--- config.mk ---
export PLATFORM = sky130hd
export DESIGN_NAME = fcrl_top
export DESIGN_NICKNAME = d
export VERILOG_FILES = /design/src/common/fcrl_pkg.sv /design/src/design/fcrl_top.sv /design/src/design/fcrl_sync.sv
export VERILOG_INCLUDE_DIRS = /design/src /design/src/common
export SDC_FILE = /design/constraint.sdc
export NUM_CORES = 1
export LEC_CHECK = 0
export ABC_AREA = 1
export BUFFER_PORTS_ARGS = -buffer_cell sky130_fd_sc_hd__buf_2
export CAP_MARGIN = 10
export CORE_UTILIZATION = 57
export CTS_CLUSTER_SIZE = 25
export DETAILED_ROUTE_END_ITERATION = 10
export PLACE_DENSITY_LB_ADDON = 0.1
export REMOVE_ABC_BUFFERS = 1
export SYNTH_ARGS = -nofsm -noshare
export SYNTH_HDL_FRONTEND = slang
export SYNTH_SLANG_ARGS = --single-unit
export TNS_END_PERCENT = 50
--- constraint.sdc ---
create_clock -name REF_CLK -period 8.35 [get_ports REF_CLK]
set_input_delay 0.4175 -clock REF_CLK [delete_from_list [all_inputs] [get_ports REF_CLK]]
set_output_delay 0.4175 -clock REF_CLK [all_outputs]
set_load 0.01 [all_outputs]
--- src/common/fcrl_consts.svh ---
// Offsets, field codes, reset values and counts of the config loader
`ifndef FCRL_CONSTS_SVH
`define FCRL_CONSTS_SVH

// Flash byte addresses of the reserved configuration field
`define FCRL_ADDR_FINE_STORE    17'h0_03fe
`define FCRL_ADDR_COARSE_STORE  17'h0_03ff
`define FCRL_ADDR_KEY_BASE      17'h0_0400
`define FCRL_ADDR_KEY_SECOND    17'h0_0404
`define FCRL_ADDR_PROT_STORE    17'h0_040d
`define FCRL_ADDR_OPT_STORE     17'h0_040f
// Hidden information row addresses of factory trim
`define FCRL_ADDR_INFO_FINE     17'h0_0000
`define FCRL_ADDR_INFO_COARSE   17'h0_0001

// Register port offsets
`define FCRL_REG_PROTECT        8'h00
`define FCRL_REG_OPTION         8'h04
`define FCRL_REG_COARSE_TRIM    8'h08
`define FCRL_REG_CLOCK_STATUS   8'h0c
`define FCRL_REG_KEY_FIRST      8'h10
`define FCRL_REG_KEY_SECOND     8'h14
`define FCRL_REG_KEY_CONTROL    8'h18
`define FCRL_REG_STATUS         8'h1c
`define FCRL_REG_INFO_TRIM      8'h20

// Field codes and reset values
`define FCRL_KEY_ENABLE_CODE    2'h2
`define FCRL_UNSECURE_CODE      2'h2
`define FCRL_COARSE_TRIM_RST    8'h80
`define FCRL_FINE_TRIM_RST      1'h0

// Load sequence steps and counts
`define FCRL_STEP_INFO_FINE     4'h0
`define FCRL_STEP_INFO_COARSE   4'h1
`define FCRL_STEP_PROT          4'h2
`define FCRL_STEP_OPT           4'h3
`define FCRL_STEP_KEY           4'h4
`define FCRL_STEP_LAST          4'hb
`define FCRL_SYNC_CYCLES        2'h2

`endif

--- src/common/fcrl_pkg.sv ---
// Types of the flash config reset loader
package fcrl_pkg;

	typedef enum logic [4:0] {
		ST_SYNC    = 5'h01,
		ST_ISSUE   = 5'h02,
		ST_WAIT    = 5'h04,
		ST_CAPTURE = 5'h08,
		ST_DONE    = 5'h10
	} fcrl_state_type;

	typedef struct packed {
		logic        rd;
		logic        info;
		logic [16:0] addr;
	} fcrl_flash_req_type;

	typedef struct packed {
		logic [6:0] size;
		logic       open;
	} fcrl_protect_type;

	typedef struct packed {
		logic [1:0] key_enable;
		logic [3:0] zero;
		logic [1:0] security;
	} fcrl_option_type;

endpackage : fcrl_pkg

--- src/design/fcrl_top.sv ---
// Flash configuration reset loader with backdoor key and trim load
//
// Added by the designer: the address-and-strobe port.
`timescale 1ns/1ns
`include "fcrl_consts.svh"

module fcrl_top (
	input  wire logic                        REF_CLK,
	input  wire logic                        RST,
	input  wire logic                        DEBUG_ACTIVE,
	input  wire logic                        PROD_TEST,
	input  wire logic [7:0]                  REG_ADDR,
	input  wire logic [31:0]                 REG_WDATA,
	input  wire logic                        REG_WR,
	input  wire logic                        REG_RD,
	input  wire logic                        REG_DEBUG,
	input  wire logic [7:0]                  FLASH_RDATA,
	input  wire logic                        MASS_ERASE_DONE,
	input  wire logic                        BLANK_CHECK_OK,
	output fcrl_pkg::fcrl_flash_req_type     FLASH_REQ,
	output logic [31:0]                      REG_RDATA,
	output fcrl_pkg::fcrl_protect_type       PROTECT,
	output fcrl_pkg::fcrl_option_type        OPTION,
	output logic [7:0]                       COARSE_TRIM,
	output logic                             FINE_TRIM,
	output logic                             MEM_SECURE,
	output logic                             LOAD_DONE
);
	import fcrl_pkg::*;

	fcrl_state_type     state, next_state;
	logic [3:0]         step, next_step;
	logic [1:0]         sync_cnt, next_sync_cnt;
	logic               debug_at_reset, next_debug_at_reset;
	fcrl_flash_req_type req, next_req;
	fcrl_protect_type   prot, next_prot;
	fcrl_option_type    opt, next_opt;
	logic [7:0]         coarse, next_coarse;
	logic               fine, next_fine;
	logic [7:0]         info_coarse, next_info_coarse;
	logic               info_fine, next_info_fine;
	logic [7:0]         key_bytes [8];
	logic [7:0]         next_key_bytes [8];
	logic [63:0]        key_flat;
	logic               load_done, next_load_done;
	logic [31:0]        key_first, next_key_first;
	logic [31:0]        key_second, next_key_second;
	logic               key_unlocked, next_key_unlocked;
	logic               key_rejected, next_key_rejected;
	logic               erase_seen, next_erase_seen;
	logic               erase_unlocked, next_erase_unlocked;
	logic               secure, next_secure;
	logic [31:0]        rdata, next_rdata;
	logic [1:0]         pins_sync;
	logic               debug_sync;
	logic               test_sync;
	logic               key_en;
	logic               key_cmd;

	////////////////////////////////////////////////////////////////////////////
	// Pin synchronisers
	fcrl_sync #(
		.WIDTH (2)
	) u_sync (
		.REF_CLK  (REF_CLK),
		.RST      (RST),
		.ASYNC_IN ({PROD_TEST, DEBUG_ACTIVE}),
		.SYNC_OUT (pins_sync)
	);
	assign debug_sync = pins_sync[0];
	assign test_sync  = pins_sync[1];

	genvar gi;
	generate
		for (gi = 0; gi < 8; gi++)
		begin : g_key
			assign key_flat[63-8*gi -: 8] = key_bytes[gi];
		end
	endgenerate

	assign key_en  = (opt.key_enable == `FCRL_KEY_ENABLE_CODE);
	assign key_cmd = REG_WR && (REG_ADDR == `FCRL_REG_KEY_CONTROL) && REG_WDATA[0];

	////////////////////////////////////////////////////////////////////////////
	// Reset loader and trim registers
	always_comb
	begin
		next_state          = state;
		next_step           = step;
		next_sync_cnt       = sync_cnt;
		next_debug_at_reset = debug_at_reset;
		next_req            = req;
		next_prot           = prot;
		next_opt            = opt;
		next_coarse         = coarse;
		next_fine           = fine;
		next_info_coarse    = info_coarse;
		next_info_fine      = info_fine;
		next_key_bytes      = key_bytes;
		next_load_done      = load_done;
		case (state)
			ST_SYNC:
			begin
				if (sync_cnt == `FCRL_SYNC_CYCLES)
				begin
					next_debug_at_reset = debug_sync;
					next_step = debug_sync ? `FCRL_STEP_PROT : `FCRL_STEP_INFO_FINE;
					next_state = ST_ISSUE;
				end
				else
				begin
					next_sync_cnt = sync_cnt + 2'h1;
				end
			end
			ST_ISSUE:
			begin
				next_req.rd   = 1'b1;
				next_req.info = (step < `FCRL_STEP_PROT);
				if (step == `FCRL_STEP_INFO_FINE)
					next_req.addr = `FCRL_ADDR_INFO_FINE;
				else if (step == `FCRL_STEP_INFO_COARSE)
					next_req.addr = `FCRL_ADDR_INFO_COARSE;
				else if (step == `FCRL_STEP_PROT)
					next_req.addr = `FCRL_ADDR_PROT_STORE;
				else if (step == `FCRL_STEP_OPT)
					next_req.addr = `FCRL_ADDR_OPT_STORE;
				else
					next_req.addr = `FCRL_ADDR_KEY_BASE + 17'(step - `FCRL_STEP_KEY);
				next_state = ST_WAIT;
			end
			ST_WAIT:
			begin
				next_req   = '0;
				next_state = ST_CAPTURE;
			end
			ST_CAPTURE:
			begin
				if (step == `FCRL_STEP_INFO_FINE)
				begin
					next_fine      = FLASH_RDATA[0];
					next_info_fine = FLASH_RDATA[0];
				end
				else if (step == `FCRL_STEP_INFO_COARSE)
				begin
					next_coarse      = FLASH_RDATA;
					next_info_coarse = FLASH_RDATA;
				end
				else if (step == `FCRL_STEP_PROT)
					next_prot = FLASH_RDATA;
				else if (step == `FCRL_STEP_OPT)
					next_opt = {FLASH_RDATA[7:6], 4'h0, FLASH_RDATA[1:0]};
				else
					next_key_bytes[3'(step - `FCRL_STEP_KEY)] = FLASH_RDATA;
				if (step == `FCRL_STEP_LAST)
				begin
					next_load_done = 1'b1;
					next_state     = ST_DONE;
				end
				else
				begin
					next_step  = step + 4'h1;
					next_state = ST_ISSUE;
				end
			end
			default:
			begin
				next_state = ST_DONE;
			end
		endcase
		if (REG_WR && (REG_ADDR == `FCRL_REG_COARSE_TRIM))
			next_coarse = REG_WDATA[7:0];
		else if (REG_WR && (REG_ADDR == `FCRL_REG_CLOCK_STATUS))
			next_fine = REG_WDATA[0];
	end

	always_ff @(posedge REF_CLK or posedge RST)
	begin
		if (RST)
		begin
			state          <= ST_SYNC;
			step           <= 4'h0;
			sync_cnt       <= 2'h0;
			debug_at_reset <= 1'b0;
			req            <= '0;
			prot           <= '0;
			opt            <= '0;
			coarse         <= `FCRL_COARSE_TRIM_RST;
			fine           <= `FCRL_FINE_TRIM_RST;
			info_coarse    <= 8'h00;
			info_fine      <= 1'b0;
			key_bytes      <= '{default: 8'h00};
			load_done      <= 1'b0;
		end
		else
		begin
			state          <= next_state;
			step           <= next_step;
			sync_cnt       <= next_sync_cnt;
			debug_at_reset <= next_debug_at_reset;
			req            <= next_req;
			prot           <= next_prot;
			opt            <= next_opt;
			coarse         <= next_coarse;
			fine           <= next_fine;
			info_coarse    <= next_info_coarse;
			info_fine      <= next_info_fine;
			key_bytes      <= next_key_bytes;
			load_done      <= next_load_done;
		end
	end

	////////////////////////////////////////////////////////////////////////////
	// Security, key entry and register reads
	always_comb
	begin
		next_key_first      = key_first;
		next_key_second     = key_second;
		next_key_unlocked   = key_unlocked;
		next_key_rejected   = key_rejected;
		next_erase_seen     = erase_seen;
		next_erase_unlocked = erase_unlocked;
		next_rdata          = 32'h0000_0000;
		if (REG_WR && !REG_DEBUG && (REG_ADDR == `FCRL_REG_KEY_FIRST))
			next_key_first = REG_WDATA;
		else if (REG_WR && !REG_DEBUG && (REG_ADDR == `FCRL_REG_KEY_SECOND))
			next_key_second = REG_WDATA;
		if (key_cmd && REG_DEBUG)
			next_key_rejected = 1'b1;
		else if (key_cmd && key_en && load_done && ({key_first, key_second} == key_flat))
			next_key_unlocked = 1'b1;
		if (MASS_ERASE_DONE)
			next_erase_seen = 1'b1;
		if (BLANK_CHECK_OK && erase_seen)
			next_erase_unlocked = 1'b1;
		if (REG_RD)
		begin
			if (REG_ADDR == `FCRL_REG_PROTECT)
				next_rdata = {24'h00_0000, prot};
			else if (REG_ADDR == `FCRL_REG_OPTION)
				next_rdata = {24'h00_0000, opt};
			else if (REG_ADDR == `FCRL_REG_COARSE_TRIM)
				next_rdata = {24'h00_0000, coarse};
			else if (REG_ADDR == `FCRL_REG_CLOCK_STATUS)
				next_rdata = {31'h0000_0000, fine};
			else if (REG_ADDR == `FCRL_REG_STATUS)
				next_rdata = {27'h000_0000, key_rejected, erase_unlocked, key_unlocked,
					secure, load_done};
			else if ((REG_ADDR == `FCRL_REG_INFO_TRIM) && test_sync)
				next_rdata = {16'h0000, info_coarse, 7'h00, info_fine};
		end
	end

	assign next_secure = !load_done || ((opt.security != `FCRL_UNSECURE_CODE)
		&& !key_unlocked && !erase_unlocked);

	always_ff @(posedge REF_CLK or posedge RST)
	begin
		if (RST)
		begin
			key_first      <= 32'h0000_0000;
			key_second     <= 32'h0000_0000;
			key_unlocked   <= 1'b0;
			key_rejected   <= 1'b0;
			erase_seen     <= 1'b0;
			erase_unlocked <= 1'b0;
			secure         <= 1'b1;
			rdata          <= 32'h0000_0000;
		end
		else
		begin
			key_first      <= next_key_first;
			key_second     <= next_key_second;
			key_unlocked   <= next_key_unlocked;
			key_rejected   <= next_key_rejected;
			erase_seen     <= next_erase_seen;
			erase_unlocked <= next_erase_unlocked;
			secure         <= next_secure;
			rdata          <= next_rdata;
		end
	end

	assign FLASH_REQ   = req;
	assign REG_RDATA   = rdata;
	assign PROTECT     = prot;
	assign OPTION      = opt;
	assign COARSE_TRIM = coarse;
	assign FINE_TRIM   = fine;
	assign MEM_SECURE  = secure;
	assign LOAD_DONE   = load_done;

	////////////////////////////////////////////////////////////////////////////
	// Checks
	property p_opt_load;
		@(posedge REF_CLK) disable iff (RST)
		(state == ST_CAPTURE) && (step == `FCRL_STEP_OPT) |=>
			(OPTION == {$past(FLASH_RDATA[7:6]), 4'h0, $past(FLASH_RDATA[1:0])});
	endproperty
	a_opt_load: assert property (p_opt_load) else $error("option byte load wrong");

	property p_prot_load;
		@(posedge REF_CLK) disable iff (RST)
		(state == ST_CAPTURE) && (step == `FCRL_STEP_PROT) |=> (PROTECT == $past(FLASH_RDATA));
	endproperty
	a_prot_load: assert property (p_prot_load) else $error("protect byte load wrong");

	property p_key_addr;
		@(posedge REF_CLK) disable iff (RST)
		(state == ST_ISSUE) && (step >= `FCRL_STEP_KEY) |=> FLASH_REQ.rd && !FLASH_REQ.info
			&& (FLASH_REQ.addr == `FCRL_ADDR_KEY_BASE + 17'($past(step) - `FCRL_STEP_KEY));
	endproperty
	a_key_addr: assert property (p_key_addr) else $error("key byte address wrong");

	property p_trim_load;
		@(posedge REF_CLK) disable iff (RST)
		(state == ST_CAPTURE) && (step == `FCRL_STEP_INFO_COARSE) && !REG_WR
			|=> (COARSE_TRIM == $past(FLASH_RDATA));
	endproperty
	a_trim_load: assert property (p_trim_load) else $error("coarse trim not loaded");

	property p_debug_skip;
		@(posedge REF_CLK) disable iff (RST)
		debug_at_reset && (state == ST_ISSUE) |-> ##1 !FLASH_REQ.info ##1 (state == ST_CAPTURE);
	endproperty
	a_debug_skip: assert property (p_debug_skip) else $error("info row read in debug");

	property p_key_unlock;
		@(posedge REF_CLK) disable iff (RST)
		key_cmd && !REG_DEBUG && key_en && load_done && ({key_first, key_second} == key_flat)
			|=> key_unlocked ##1 !MEM_SECURE;
	endproperty
	a_key_unlock: assert property (p_key_unlock) else $error("matching key ignored");

	property p_debug_reject;
		@(posedge REF_CLK) disable iff (RST)
		REG_WR && REG_DEBUG |=> $stable(key_unlocked) && $stable(key_first)
			&& $stable(key_second);
	endproperty
	a_debug_reject: assert property (p_debug_reject) else $error("debug key taken");

	property p_key_disabled;
		@(posedge REF_CLK) disable iff (RST)
		!key_en && !key_unlocked |=> !key_unlocked;
	endproperty
	a_key_disabled: assert property (p_key_disabled) else $error("disabled key unlocked");

	property p_erase;
		@(posedge REF_CLK) disable iff (RST)
		$rose(erase_unlocked) |-> $past(erase_seen) && $past(BLANK_CHECK_OK);
	endproperty
	a_erase: assert property (p_erase) else $error("erase unlock without blank");

	property p_info_gate;
		@(posedge REF_CLK) disable iff (RST)
		REG_RD && (REG_ADDR == `FCRL_REG_INFO_TRIM) && !test_sync |=> (REG_RDATA == 32'h0000_0000)
			and (FLASH_REQ.info |-> !LOAD_DONE);
	endproperty
	a_info_gate: assert property (p_info_gate) else $error("info row exposed");

endmodule : fcrl_top

--- src/design/fcrl_sync.sv ---
// Two-stage synchroniser for pin inputs
`timescale 1ns/1ns

module fcrl_sync #(
	parameter int WIDTH = 2
) (
	input  wire logic             REF_CLK,
	input  wire logic             RST,
	input  wire logic [WIDTH-1:0] ASYNC_IN,
	output logic      [WIDTH-1:0] SYNC_OUT
);

	logic [WIDTH-1:0] stage1;

	////////////////////////////////////////////////////////////////////////////
	// One pair of flops per bit
	genvar i;
	generate
		for (i = 0; i < WIDTH; i++)
		begin : g_bit
			always_ff @(posedge REF_CLK or posedge RST)
			begin
				if (RST)
				begin
					stage1[i]   <= 1'b0;
					SYNC_OUT[i] <= 1'b0;
				end
				else
				begin
					stage1[i]   <= ASYNC_IN[i];
					SYNC_OUT[i] <= stage1[i];
				end
			end
		end
	endgenerate

endmodule : fcrl_sync

Word-level counts from Yosys, hierarchy flattened
Index checks and enable logic that the tools add are counted.

cells by class
  magnitude comparators = 3
  multipliers = 0
  div/mod/pow operators = 0
  reductions and logical operators = 38
  multiplexer cells = 30
  equal/unequal tests = 23
  add/sub/neg operators = 5
  shift operators = 0
  bitwise gates (word level) = 8

operator list
  cell                   count
  $mux 16                7
  $mux 17                4
  $bwmux 64              1
  $eq 64x64->1           1
  $mux 8                 5
  $pmux 19 s2            1
  $eq 8x5->1 const B     4
  $demux 8 s3            1
  $pmux 5 s4             1
  $eq 8x4->1 const B     2
  $logic_and 1x1->1      16
  $add 12x5->13 const A  1
  $mux 5                 2
  $reduce_and 2->1       5
  $reduce_and 5->1       2
  $reduce_and 3->1       3
  $eq 4x2->1 const B     2
  $eq 8x3->1 const B     1
  $eq 8x6->1 const B     1
  $logic_not 8->1        1
  $mux 4                 2
  $pmux 4 s2             1
  $reduce_bool 2->1      4
  $not 1->1              7
  23 further kinds       32

storage, ports and cells
  bits in read-only memories = 0
  input bits = 57
  memories = 0
  latch bits = 0
  bits in writable memories = 0
  word-level logic and storage cells = 142
  register bits after elaboration = 230
  output and inout port bits = 78

Depth between registers and ports, before layout
  depth after elaboration = 9
  depth in mapped cells = 12
  depth with buffers taken out = 11

By module
Synthesis repeated with hierarchy kept, for this count alone.

unflattened totals
  cells, all modules = 1131
  area total of the unflattened synthesis = 9275.1 µm²

modules (own cells, without submodules)
  module     instances  cells each  area each (µm²)  sequential area each (µm²)
  fcrl_top   1          1126        9171.3           4983.5
  fcrl_sync  1          5           103.8            100.1

Worst setup path after synthesis
Ideal clock, no wire load.

  path type = reg-to-reg
  start = register step[0]
  end = register key_bytes[23] in the netlist's numbering
  setup time = 0.134 ns
  buffers on the path = 1
  slack = 6.286 ns
  period minus slack after synthesis = 2.064 ns
  arrival = 1.930 ns
  stages on the path, launching flop included = 12
  required time = 8.216 ns
  cell sequence = dfrtp_1 -> inv_1 -> ha_1 -> nand2_1 -> nand2_1 -> nor3_4 -> inv_4 -> nor2_8 -> nand2_4 -> buf_6 -> nand2_1 -> o21ai_2

between the ends
  cells in the longest elaborated chain, start to end = 7
  elaborated cells between the ends (all ways) = 17
  classes of those cells = 1 x add/sub; 2 x order compare; 3 x eq/ne; 3 x mux; 5 x bitwise; 3 x reduce/logical

ends and longest elaborated chain
  item                                             line             text
  start, declared                                  fcrl_top.sv:32   logic [3:0] step, next_step;
  start signal, assigned                           fcrl_top.sv:197  step <= next_step;
  $sub 3x3->3 (no source line)                     n/a
  $not 3->4                                        fcrl_top.sv:153  next_key_bytes[3'(step - `FCRL_STEP_KEY)] = FLASH_RDATA;
  $ge 4x4->1 / $lt 4x1->1 (equally long branches)  fcrl_top.sv:153
  $logic_and 1x1->1                                fcrl_top.sv:153
  $mux 8                                           fcrl_top.sv:153
  $demux 8 s3                                      fcrl_top.sv:153
  $bwmux 64                                        fcrl_top.sv:153
  end signal, assigned                             fcrl_top.sv:207  key_bytes <= next_key_bytes;
  end, declared                                    fcrl_top.sv:42   logic [7:0] key_bytes [8];

Several ways; a longest one is shown, not always the timed one.
A chain may end at the register's enable or synchronous reset.

Final worst setup path
  start = register step[0]
  end = register coarse[3], in the netlist COARSE_TRIM[3]

between the ends
  cells in the longest elaborated chain, start to end = 3
  elaborated cells between the ends (all ways) = 5
  classes of those cells = 2 x eq/ne; 3 x reduce/logical

ends and longest elaborated chain
  item                                                                     line             text
  $eq 4x1->1 (no source line) / $logic_not 4->1 (equally long branches)    n/a
  $reduce_bool 2->1 (no source line) / $ne 2x1->1 (equally long branches)  n/a
  $reduce_and 3->1 (no source line) (*)                                    n/a
  end signal, assigned                                                     fcrl_top.sv:187  coarse <= `FCRL_COARSE_TRIM_RST;
  end signal, assigned                                                     fcrl_top.sv:203  coarse <= next_coarse;
  end, declared                                                            fcrl_top.sv:38   logic [7:0] coarse, next_coarse;

Every way passes the cells marked *; elsewhere a longest branch is shown, timed or not.

==> metrics.sh <==
IOPINCOUNT=135
CTS.CLK_SLEW.WORST_PATHS_NS=0.06
YOSYS_WARNINGS=0
GRT_SETUP_UNREPAIRED='no'
FIN_AREA_MM2=0.0109
HOLD_VIOL_FINAL=0
NETLIST_AREA_MM2=0.00962
FINALCRITPERIODSHARE_PCT=28.9
NUM-NETS-FINAL=1299
DIE_Y_UM=132
CLOCK-SINKS=203
YS_SEQ_ELEMENTS=203
CRITPATHKIND='flip-flop to flip-flop'
FLOORPLAN.INITIALDENSITY_PCT=58.2
INITIAL_DRT_MARKERS=511
CRITPATHREQUIREDTIME_NS=8.76
CP_DATA_ARRIVAL_TIME_NS=2.83
SKEW_NS=0.0171
DIODES=0
PERIOD_NEEDED_NS=2.42
DR.PASS1.ITERS=5
PWR_DENSITY_CELL_mW_PER_MM2=187
CTS_HOLD_BUFFERS=0
ANT_NETS=0
FIRST_GLOBAL_VIAS=7036
DIE_AREA_MM2=0.0174
CLK_LATENCY_NS=0.51
CRITICAL_PATH.ENDPOINT_TYPE='flip-flop'
SYNTH_ENABLE_FLOP_CELLS=0
CP_MAX_FO=18
TIMING.SETUP.TNS_NS=0
GLOBALROUTE.TOTALOVERFLOW=0
WL_PER_CELL_UM=14.6
AREA_OF_THE_PLACEABLE_CORE_MM2=0.0165
CTS_ROOT_BUFFER='clkbuf_16'
WORST_PIN_SLEW_NS=0.939
TRITONCTS_BUFFERS=23
FINAL-INSTANCE-COUNT-EXCL-FILL=1470
GRT_START_MAX_NET_PINS=141
VIAS=7332
VDD_IR_DROP_MAX_uV=144
CTS_RESIZED=0
P_TOTAL_mW=2.04
WORST_SETUP_PATH_START_KIND='flip-flop'
SYNTHFLOPTYPE='dfrtp_1'
PLACEDINSTANCEAREA_MM2=0.0102
DIE_WIDTH_UM=132
SYNTHCELLS=1133
STATUS='complete, no violations'
POST-PLACE-CELLS=1430
SYNTH.LIB_CELLS_USED.DISTINCT=36
TOP_LAYER_USED='met4'
WL_MET1_MM=9.78
DR_WL_MET2_MM=10.1
ROUTED-WL-MET3_MM=1.19
DETAIL_ROUTE.DRC_VIOLATIONS=0
CLK_PATH_BUF_DEPTH=3
GP_ROUTABILITY_CONGESTION=0.865
ASYNC_RESET_FF_SHARE_PCT=100
CTS_TREE='yes'
HTREE_LEVELS=1
ANTENNA_FOUND_INITIAL=0
TIMING_MAX_TRANSITION_VIOLATIONS_FINAL=0
FINAL_LAYOUT_SIZE_SUFFIX_GT1_SHARE_PCT=18.4
WORST_SLACK_NS=5.93
HOLD_PATH.CLASS='input pin to flip-flop'
TOTALWIRELENGTH_MM=21.5
YOSYSSEQAREASHARE_PCT=52.8
SYNTH_AREA_PER_CELL_UM2=8.49
MAXSLEWHEADROOM_PCT=37.4
PLACEMENTROWS=47
MAX_CAP_VIOLATIONS=0
STATIC-LEAKAGE-POWER_nW=5.97
ROUTED_VIA_DENSITY=4.99
PLACE_HPWL_MM=14.3
GRT_FIRST_PASS_WIRELENGTH_MM=35.6
PORT-BUFFER-COUNT=108
GLOBAL_ROUTE.USAGE.TOTAL_PCT=25.9
CTS_POST_SETUP_BUFFERS_INSERTED=0
PLACE_WORST_SETUP_SLACK_NS=5.96
TIMING.FMAX_MHz=414
FINALSETUPVIOLCOUNT=0
AREA.GROWTH.SYNTH_TO_FINAL_PCT=13.0
==> kinds of logic (layout without fill, tap and decap cells) <==
kind of cell               after synthesis  count (layout)  synth area share (%)
adders and majority gates                7               7                 0.910
xor gates and xnor gates                21              21                  1.91
and+or+nand+nor                        484             484                  21.1
other                                    1              26                0.0390
buffers and inverters                  217             309                  10.4
DFF                                    203             203                  52.8
AOI/OAI and AO/OA                      200             200                  12.8
==> flip-flops by register name (all words and copies together), names as in the netlist, 2 cells and up <==
| name | cells |
|---|---|
| info_coarse | 8 |
| key_bytes | 64 |
| COARSE_TRIM | 8 |
| key_first | 32 |
| PROTECT | 8 |
| step | 4 |
| key_second | 32 |
| sync_cnt | 2 |
| FLASH_REQ | 8 |
| REG_RDATA | 16 |
| u_sync.stage1 | 2 |
| state | 5 |
| u_sync.SYNC_OUT | 2 |
| OPTION | 4 |
==> layer usage <==
metal	up-vias	global-route usage [%]
met5	-	0
met3	34	3.23
met1	3409	35.9
li1	3679	-
met2	210	43.0
met4	0	7.36
==> worst max-delay path, cell delays in order, from the launching register on <==
cell and delay, ns:
dfrtp_1 0.50, inv_1 0.25, ha_1 0.26, nand2_1 0.11, inv_1 0.08, nor2_2 0.14
nand2_1 0.35, inv_1 0.38, nand3_1 0.13, o211ai_1 0.14
==> stage by stage <==
step | hold WS [ns] | util [%]
floorplan | 0.331 | -
global placement | 0.336 | 61.5
detailed placement | 0.338 | 61.5
CTS | 0.0129 | 65.8
global route | 0.0180 | 65.8
finish | 0.0267 | 65.8
==> final cells by class <==
type / instances / area [um2]
Tap cell: 220 / 275
Clock buffer: 36 / 684
Clock inverter: 4 / 23.8
Timing Repair Buffer: 111 / 563
Fill cell: 1440 / 5660
Inverter: 158 / 603
Sequential cell: 203 / 5080
Multi-Input combinational cell: 738 / 3630
==> cell usage after synthesis (all sizes together) (2+ instances only) <==
cell type	number	area, um2
nand4	6	43.8
xnor2	8	70.1
dfstp	3	78.8
nand2	333	1320
or2	3	18.8
nor3	5	36.3
clkbuf	16	60.1
a31oi	2	12.5
dfrtp	200	5000
inv	158	596
a32o	2	20.0
xor2	13	114
nor2	112	465
o21ai	175	1060
o211ai	12	90.1
nand3	24	130
buf	43	343
ha	7	87.6
a21oi	7	35.0
==> placed cells by master (no fill, tap or decap) <==
cell type  Yosys  final
nand2_4        6      6
nand2_2       10     11
xnor2_1        8      8
buf_4         31      3
clkbuf_16      0     23
dfrtp_1      200    200
a31oi_1        2      2
a32o_1         2      2
clkbuf_8       0      6
inv_8          0      1
inv_2          1      1
nand2_1      317    316
nand4_2        1      1
o21ai_2       48     48
o21ai_0      119    119
inv_1        156    155
nor2_2         5      5
inv_4          1      1
nor3_1         4      4
conb_1         1     26
nor2_8         2      2
clkbuf_1      16      7
o22ai_1        1      1
nand3_2        2      2
o21ai_1        8      8
ha_1           7      7
nand4_1        5      5
clkinv_2       0      3
xor2_1        13     13
a22o_1         1      1
dfstp_2        3      3
o211ai_1      12     12
buf_2          4    108
a21oi_1        7      7
inv_6          0      1
or2_2          3      3
nor3_4         1      1
nor2_1       105    105
nand3_1       22     22
nand3b_4       1      1
==> power breakdown <==
group	leakage [nW]	switching (mW)	internal (mW)
sequential	2.33	0.00892	0.996
combinational	3.28	0.0642	0.0231
clock	0.351	0.384	0.560
==> path summary, 6_finish.rpt <==
kind,from,endpoint,slack (ns),depth (start not counted)
setup / recovery,step[0]$_DFFE_PP0P_,COARSE_TRIM[3]$_DFFE_PP0P_,5.93,9
hold / removal,DEBUG_ACTIVE,u_sync.stage1[0]$_DFF_PP0_,0.03,1
setup reg to reg,step[0]$_DFFE_PP0P_,COARSE_TRIM[3]$_DFFE_PP0P_,5.93,9
hold reg to reg,u_sync.stage1[0]$_DFF_PP0_,u_sync.SYNC_OUT[0]$_DFF_PP0_,0.35,0
max in group asynchronous,RST,key_bytes[55]$_DFFE_PP0P_,6.83,3
min in group asynchronous,RST,key_first[14]$_DFFE_PP0P_,0.13,2
(Power assumes the default switching activity.)
